<file path="config.mk">
export PLATFORM = sky130hd
export DESIGN_NAME = gcs_port
export DESIGN_NICKNAME = d
export VERILOG_FILES = /design/src/shared/gcs_pkg.sv /design/src/shared/gcs_stream_if.sv /design/src/core/gcs_fifo.sv /design/src/core/gcs_port.sv
export SDC_FILE = /design/constraint.sdc
export NUM_CORES = 1
export LEC_CHECK = 0
export ABC_AREA = 1
export BUFFER_PORTS_ARGS = -buffer_cell sky130_fd_sc_hd__buf_2
export CAP_MARGIN = 10
export CORE_AREA = 3 3 409 411
export DETAILED_ROUTE_END_ITERATION = 8
export DIE_AREA = 0 0 412 414
export HOLD_SLACK_MARGIN = 0.03
export PLACE_DENSITY = 0.49
export SYNTH_ARGS = -nofsm -noshare
export SYNTH_HDL_FRONTEND = slang
export SYNTH_SLANG_ARGS = --single-unit
</file>
<file path="constraint.sdc">
create_clock -name SYS_CLK -period 29.7 [get_ports SYS_CLK]
set_input_delay 1.485 -clock SYS_CLK [delete_from_list [all_inputs] [get_ports SYS_CLK]]
set_output_delay 1.485 -clock SYS_CLK [all_outputs]
set_load 0.03 [all_outputs]
</file>
<file path="src/shared/gcs_pkg.sv">
package gcs_pkg;
  localparam int DATA_W     = 256;
  localparam int EMPTY_W    = 5;
  localparam int FIFO_DEPTH = 4;
  // Word layout inside the buffer: {sop, eop, empty, data}
  localparam int WORD_W     = DATA_W + EMPTY_W + 2;
  localparam logic [EMPTY_W-1:0] EMPTY_RST = 5'h00;
  localparam logic [DATA_W-1:0]  DATA_RST  = {DATA_W{1'b0}};
endpackage

</file>
<file path="src/shared/gcs_stream_if.sv">
interface gcs_stream_if #(parameter int W = 8);
  logic         valid;
  logic         ready;
  logic [W-1:0] data;
  modport src (output valid, output data, input ready);
  modport snk (input valid, input data, output ready);
endinterface

</file>
<file path="src/core/gcs_fifo.sv">
module gcs_fifo
  import gcs_pkg::*;
#(
  parameter int W     = WORD_W,
  parameter int DEPTH = FIFO_DEPTH
) (
  // Clock and reset
  input wire logic sys_clk,
  input wire logic rst_n,
  // Fill side
  gcs_stream_if.snk  wr,
  // Drain side
  gcs_stream_if.src  rd
);
  localparam int AW = $clog2(DEPTH);

  typedef struct packed {
    logic [AW-1:0] wp;
    logic [AW-1:0] rp;
    logic [AW:0]   cnt;
  } gcs_fifo_st_t;

  gcs_fifo_st_t      st;
  gcs_fifo_st_t      next_st;
  logic [W-1:0]      mem [DEPTH];
  logic              push;
  logic              pop;

  // Honest full and empty drive both handshakes
  assign wr.ready = (st.cnt != (AW+1)'(DEPTH));
  assign rd.valid = (st.cnt != '0);
  assign rd.data  = mem[st.rp];
  assign push     = wr.valid && wr.ready;
  assign pop      = rd.valid && rd.ready;

  // Pointer and count update
  always_comb begin
    next_st = st;
    if (push) begin
      next_st.wp = (st.wp == AW'(DEPTH-1)) ? '0 : st.wp + 1'b1;
    end
    if (pop) begin
      next_st.rp = (st.rp == AW'(DEPTH-1)) ? '0 : st.rp + 1'b1;
    end
    next_st.cnt = st.cnt + (AW+1)'(push) - (AW+1)'(pop);
  end

  always_ff @(posedge sys_clk or negedge rst_n) begin
    if (!rst_n) begin
      st <= '0;
    end else begin
      st <= next_st;
    end
  end

  // Storage has no reset; only words written are ever read
  always_ff @(posedge sys_clk) begin
    if (push) begin
      mem[st.wp] <= wr.data;
    end
  end
endmodule

</file>
<file path="src/core/gcs_port.sv">
// Notes on behaviour
// - Tx transfer completes when ready, latency zero
// - Rx data held unchanged while valid low
// - Rx valid high with each new word
// - Last rx word marked, empty count given
module gcs_port
  import gcs_pkg::*;
(
  // Clock and reset
  input  wire logic               SYS_CLK,
  input  wire logic               RST_N,
  // Transmit client side
  input  wire logic               TX_VALID,
  input  wire logic               TX_SOP,
  input  wire logic               TX_EOP,
  input  wire logic [EMPTY_W-1:0] TX_EMPTY,
  input  wire logic [DATA_W-1:0]  TX_DATA,
  output wire logic               TX_READY,
  output wire logic               TX_PROTO_ERR,
  // Transmit toward the MAC core
  output wire logic               CORE_TX_VALID,
  output wire logic [WORD_W-1:0]  CORE_TX_WORD,
  input  wire logic               CORE_TX_READY,
  // Receive from the MAC core
  input  wire logic               CORE_RX_VALID,
  input  wire logic [WORD_W-1:0]  CORE_RX_WORD,
  output wire logic               CORE_RX_READY,
  // Receive client side
  output wire logic               RX_VALID,
  output wire logic               RX_SOP,
  output wire logic               RX_EOP,
  output wire logic [EMPTY_W-1:0] RX_EMPTY,
  output wire logic [DATA_W-1:0]  RX_DATA
);
  typedef struct packed {
    logic               in_pkt;
    logic               proto_err;
    logic               rx_valid;
    logic               rx_sop;
    logic               rx_eop;
    logic [EMPTY_W-1:0] rx_empty;
    logic [DATA_W-1:0]  rx_data;
  } gcs_port_st_t;

  gcs_port_st_t st;
  gcs_port_st_t next_st;
  logic         tx_take;
  logic [EMPTY_W-1:0] tx_empty_q;

  gcs_stream_if #(.W(WORD_W)) tx_in  ();
  gcs_stream_if #(.W(WORD_W)) tx_out ();

  // Empty field only carried when it means something
  function automatic logic [EMPTY_W-1:0] gate_empty(
    input logic eop, input logic vld, input logic [EMPTY_W-1:0] e);
    gate_empty = (eop && vld) ? e : EMPTY_RST;
  endfunction

  // Transmit enters the buffer; ready straight from its free space
  assign tx_empty_q     = gate_empty(TX_EOP, TX_VALID, TX_EMPTY);
  assign tx_in.valid    = TX_VALID;
  assign tx_in.data     = {TX_SOP, TX_EOP, tx_empty_q, TX_DATA};
  assign TX_READY       = tx_in.ready;
  assign tx_take        = TX_VALID && tx_in.ready;
  assign CORE_TX_VALID  = tx_out.valid;
  assign CORE_TX_WORD   = tx_out.data;
  assign tx_out.ready   = CORE_TX_READY;
  assign TX_PROTO_ERR   = st.proto_err;

  gcs_fifo #(.W(WORD_W), .DEPTH(FIFO_DEPTH)) u_tx_fifo (
    .sys_clk (SYS_CLK),
    .rst_n   (RST_N),
    .wr      (tx_in),
    .rd      (tx_out)
  );

  // Receive output stage: one-word register, never stalls the core
  assign CORE_RX_READY = 1'b1;
  assign RX_VALID      = st.rx_valid;
  assign RX_SOP        = st.rx_sop;
  assign RX_EOP        = st.rx_eop;
  assign RX_EMPTY      = st.rx_empty;
  assign RX_DATA       = st.rx_data;

  always_comb begin
    next_st = st;
    // Packet tracking; errors are sticky to flag misbehaving clients
    if (tx_take) begin
      if (TX_SOP && st.in_pkt) begin
        next_st.proto_err = 1'b1;
      end
      if (!TX_SOP && !st.in_pkt) begin
        next_st.proto_err = 1'b1;
      end
      next_st.in_pkt = !TX_EOP;
    end else if (st.in_pkt && !TX_VALID) begin
      next_st.proto_err = 1'b1;
    end
    // New word only on core valid; data otherwise held
    next_st.rx_valid = CORE_RX_VALID;
    if (CORE_RX_VALID) begin
      next_st.rx_sop   = CORE_RX_WORD[WORD_W-1];
      next_st.rx_eop   = CORE_RX_WORD[WORD_W-2];
      next_st.rx_empty = gate_empty(CORE_RX_WORD[WORD_W-2], 1'b1,
                           CORE_RX_WORD[DATA_W +: EMPTY_W]);
      next_st.rx_data  = CORE_RX_WORD[DATA_W-1:0];
    end else begin
      next_st.rx_sop = 1'b0;
      next_st.rx_eop = 1'b0;
    end
  end

  always_ff @(posedge SYS_CLK or negedge RST_N) begin
    if (!RST_N) begin
      st <= '{in_pkt: 1'b0, proto_err: 1'b0, rx_valid: 1'b0,
              rx_sop: 1'b0, rx_eop: 1'b0, rx_empty: EMPTY_RST,
              rx_data: DATA_RST};
    end else begin
      st <= next_st;
    end
  end
endmodule

</file>
## Yosys cells after proc, flatten, opt, wreduce, memory -nomap -nowiden

Memory sizes are Yosys's and may differ from the RTL's.
Cells that the tools add are included.

| operators by class | value |
|---|---|
| equal/unequal tests | 4 |
| multiplexer cells | 11 |
| add/sub/neg operators | 4 |
| reduce and logical (&&, ||, !) cells | 13 |

Operators by type and width:

| cell | count |
|---|---|
| $mux 5 | 2 |
| $logic_and 1x1->1 | 6 |
| $mux 1 | 6 |
| $mux 2 | 3 |
| $ne 3x3->1 const B | 2 |
| $add 2x1->2 const B | 2 |
| $eq 2x2->1 const B | 2 |
| $logic_not 1->1 | 4 |
| $add 3x1->3 | 1 |
| $reduce_bool 3->1 | 1 |
| $sub 3x1->3 | 1 |
| $reduce_and 2->1 | 1 |
| $reduce_bool 2->1 | 1 |

| word-level totals | value |
|---|---|
| bits in writable memories | 1052 |
| output and inout bits | 531 |
| input port bits | 531 |
| word-level logic and storage cells | 43 |
| bits in registers | 273 |
| memories kept | 1 |

Memories:

| memory | depth | bits a word | rd ports | clocked after Yosys merged registers in | write ports | line | text |
|---|---|---|---|---|---|---|---|
| u_tx_fifo.mem | 4 | 263 | 1 | 0 | 1 | gcs_fifo.sv:25 | `logic [W-1:0] mem [DEPTH];` |

## Longest topological paths before layout

| logic depth | value |
|---|---|
| word-level depth | 4 |
| depth in mapped cells | 12 |
| mapped depth without buffers | 12 |

## Cells and area by module

From an unflattened synthesis, not the netlist that was laid out.

| unflattened totals | value |
|---|---|
| cells, all modules | 4523 |
| area total of the unflattened synthesis | 54881.4 µm² |

Modules (own cells, without submodules):

| module | sequential area each (µm²) | cells an instance | times used | area each (µm²) |
|---|---|---|---|---|
| gcs_fifo | 31765.5 | 3126 | 1 | 42365.6 |
| gcs_port | 6656.4 | 1397 | 1 | 12515.8 |

## Worst setup path after synthesis

Ideal clock, no wire load.

| path | value |
|---|---|
| path kind | input to register |
| start point | input TX_VALID |
| end point | memory u_tx_fifo.mem[0][0] (netlist name), enable pin |
| arrival time | 12571 ps |
| path buffers | 0 |
| required time | 28807 ps |
| setup slack | 16236 ps |
| library setup time | 893 ps |
| cell stages on the path | 2 |
| cells stage by stage | nand2_1 -> nor2_1 |

| between the ends | value |
|---|---|
| longest elaborated chain between the ends | 3 |

RTL lines:

| what | line | text |
|---|---|---|
| start, declared | gcs_port.sv:13 | `input wire logic TX_VALID,` |
| $logic_and 1x1->1 | gcs_fifo.sv:33 | `assign push = wr.valid && wr.ready;` |
| $mux 1 | gcs_fifo.sv:58 | `if (push) begin` |
| $mux 1 (not written as such) | gcs_fifo.sv:59 | `mem[st.wp] <= wr.data;` |
| end, declared | gcs_fifo.sv:25 |  |

No other way between the ends.

## Worst setup path after layout

| path | value |
|---|---|
| start point | register u_tx_fifo.st[4] (netlist name) |
| end point | output CORE_TX_WORD[94] |

| between the ends | value |
|---|---|
| longest elaborated chain between the ends | 1 |

RTL lines:

| what | line | text |
|---|---|---|
| start, declared | gcs_fifo.sv:23 | `gcs_fifo_st_t st;` |
| start signal, assigned | gcs_fifo.sv:52 | `st <= next_st;` |
| $mem_v2 4x263 | n/a |  |
| end, declared | gcs_port.sv:22 | `output wire logic [WORD_W-1:0] CORE_TX_WORD,` |

No other way between the ends.

==> qor.csv <==
stage;metric;value;unit
die;fp.dieH;414;um
setup_path;critPathMostFrequentCell;buf_4;
clock_network;cts_buffers;148;
synth;synthCells;3985;
sta;slew_headroom;18.97;%
sta;finalCritPeriodShare;19.77;%
flow_run;maxCapViolations;0;
sta;tns;0;ps
setup_path;cp.arrival;4390;ps
clock_network;cts_tree;done;
power;p_per_area;102.4;nW/um2
global_routing;grt_pass1_vias;31780;
route;via_count;32320;
power;vdd.ir_drop.worst;76.52;uV
setup_path;worst_path_largest_cell_delay;800;ps
synth;syn_avg_cell_area;13.61;um2
setup_path;startpoint_type;register;
route;drc_errors;0;
synth;synth_top_area_cell;edfxtp_1;
sta;rsz0062_at_grt;no;
sta;maxSlewViolCount;0;
setup_path;critical-path-top-delay-family;buffers and inverters;
route;first_pass_iters;7;
clock_network;cts.clk_slew.worst_paths;60;ps
setup_path;cp_max_fo;102;
die;ios;1062;
global_routing;grt_pass1_wl;231200;um
setup_path;reg2reg_to;u_tx_fifo.mem[0][133];
sta;hold_violations;0;
clock_network;post_cts_resized;0;
clock_network;post-cts-setup-buffer-count;0;
global_routing;antenna_found_initial;106;
min_path;hp-class;register to register;
setup_path;cp_num_buf_inv;4;
synth;ys_types;19;
clock_network;clkLatencyLatePin;780;ps
die;dieWidth;412;um
run_status;status;finished, final reports clean;
sta;tightest_slew;1215;ps
place;dpl_cell_area;59600;um2
power;power;6.595;mW
setup_path;crit_chain;inv_8, buf_4, buf_4, o211ai_1, nand2_1, buf_2;
synth;synth.top_cell.area_share;58.25;%
synth;synth-seq-cells;1325;
clock_network;clk_path_buf_depth;3;
clock_network;clock-root-buffer;clkbuf_16;
layout;layout.nets;5304;
place;placed_cells;6804;
synth;synth_area;54240;um2
setup_path;worstSetupPathType;register to output port;
route;wl_per_cell;23.05;um
clock_network;clock-sinks;1325;
layout;area_growth;18.74;%
die;dieArea;170600;um2
layout;fin_area;64400;um2
global_routing;grt-ovfl-total;0;
setup_path;r2r-start;u_tx_fifo.st[1];
setup_path;r2r_cells;7;
layout;filler_cell_count;15730;
layout;layout-drive-gt1-share;33.99;%
layout;final_cells;7110;
clock_network;ctsHoldBuffers;0;
sta;fin_crit;5873;ps
sta;setup_viol;0;
min_path;min-delay-start;RX_DATA[140];
setup_path;required;28210;ps
place;hpwl;113200;um
place;routabilityCongestion;0.8961;
global_routing;grt_use_total;18.70;%
synth;ys_seq_area_share;70.84;%
layout;utilization;39.17;%
min_path;whs_path_depth;1;
setup_path;r2r_slack;25590;ps
setup_path;cpMaxStageDelayCell;buf_4;
route;wirelength;163900;um
sta;skew;38.46;ps
setup_path;cp-end-kind;output port;
global_routing;grt_max_degree;257;
clock_network;htreeDepth;4;
die;num_rows;149;
place;io_buffers;1060;
layout;multi_input_area;10660;um2
min_path;hold_end;RX_DATA[140];
route;via_per_inst;4.546;
layout;seqCellArea;38430;um2
synth;syn_nets;4524;
power;power.leakage;26.47;nW
die;design.core.area;164400;um2
synth;synth_area_leaders;edfxtp_1, dfrtp_1, o211ai_1, nand2_1, mux2_2;
die;initial_utilization;32.98;%
route;ant_nets;0;
synth;synth_warnings;0;
route;drtIter0Drc;2308;
sta;fmax;170.3;MHz
[layout make-up]
type | count | share of cell area [%]
diodes | 37 | 0.1438
clock buffers | 192 | 6.149
clock inverters | 77 | 1.162
inverters | 557 | 3.258
multi-input cells | 1637 | 16.56
flip-flops and latches | 1325 | 59.67
well taps | 2189 | 4.253
repair buffers | 1096 | 8.805
[per-layer routing]
layer  vias up  GRT usage [%]  wire length [um]
li1      15170              -                 -
met5         -              0               392
met2      1163          30.74             78790
met4        60          7.829              6373
met3       305          6.783             14870
met1     15630          22.06             63470
[logic make-up after synthesis]
| family | after synthesis | synth area share, % |
|---|---|---|
| AOI/OAI and AO/OA | 531 | 8.250 |
| buffers and inverters | 1023 | 9.551 |
| muxes | 256 | 5.315 |
| DFF | 1325 | 70.84 |
| other | 1 | 0.006914 |
| adders and majority gates | 8 | 0.1984 |
| and+or+nand+nor | 841 | 5.837 |
[flip-flops by register name, indices dropped and copies added, names as in the netlist]
name,cells
RX_EOP,1
RX_DATA,256
RX_VALID,1
RX_EMPTY,5
u_tx_fifo.st,7
TX_PROTO_ERR,1
u_tx_fifo.mem,1052
st,1
RX_SOP,1
[synthesized netlist by cell type]
cell type / n
buf_2: 156
mux2_2: 256
ha_1: 7
nand2_1: 820
nor2_1: 14
inv_1: 556
o21ai_0: 5
dfrtp_1: 273
o211ai_1: 426
edfxtp_1: 1052
buf_1: 4
buf_6: 20
clkbuf_1: 21
conb_1: 1
fa_1: 1
buf_4: 265
nand3_1: 7
o211ai_2: 100
inv_2: 1
[report_power, final]
part           switching, mW  internal [mW]  total [mW]
Clock                  0.760           1.02        1.78
Sequential             0.114           2.36        2.48
Combinational           1.76          0.583        2.34
[stage by stage]
stage          worst slack (ps)  hold slack [ps]
2_1_floorplan             16240            463.3
3_3_place_gp              24570            483.4
3_5_place_dp              24510            489.3
4_1_cts                   23680            502.4
5_1_grt                   23430            507.8
6_report                  23830            499.5
[how the worst max path moves through the flow]
| stage | from | endpoint | slack (ps) | depth (start not counted) |
|---|---|---|---|---|
| floorplan | TX_VALID | u_tx_fifo.mem[0][0] | 16240 | 2 |
| global placement | u_tx_fifo.st[4] | CORE_TX_WORD[121] | 24570 | 6 |
| detailed placement | TX_VALID | u_tx_fifo.mem[0][133] | 24510 | 6 |
| CTS | u_tx_fifo.st[4] | CORE_TX_WORD[79] | 23680 | 6 |
| global route | u_tx_fifo.st[3] | CORE_TX_WORD[42] | 23430 | 6 |
| finish | u_tx_fifo.st[4] | CORE_TX_WORD[94] | 23830 | 6 |
[layout by cell type (no fill, tap or decap), types with 7 or more instances in the layout]
master | Yosys | routed
mux2_2 | 256 | 256
nor2_1 | 14 | 10
clkbuf_1 | 21 | 36
clkbuf_8 | 0 | 7
o211ai_1 | 426 | 426
ha_1 | 7 | 7
edfxtp_1 | 1052 | 1052
bufinv_16 | 0 | 8
clkinv_1 | 0 | 32
clkbuf_16 | 0 | 149
buf_4 | 265 | 30
nand2_1 | 820 | 820
dfrtp_1 | 273 | 271
buf_2 | 156 | 1058
diode_2 | 0 | 37
nand3_1 | 7 | 7
o211ai_2 | 100 | 100
clkinv_2 | 0 | 19
inv_1 | 556 | 556
(Power assumes the default switching activity.)
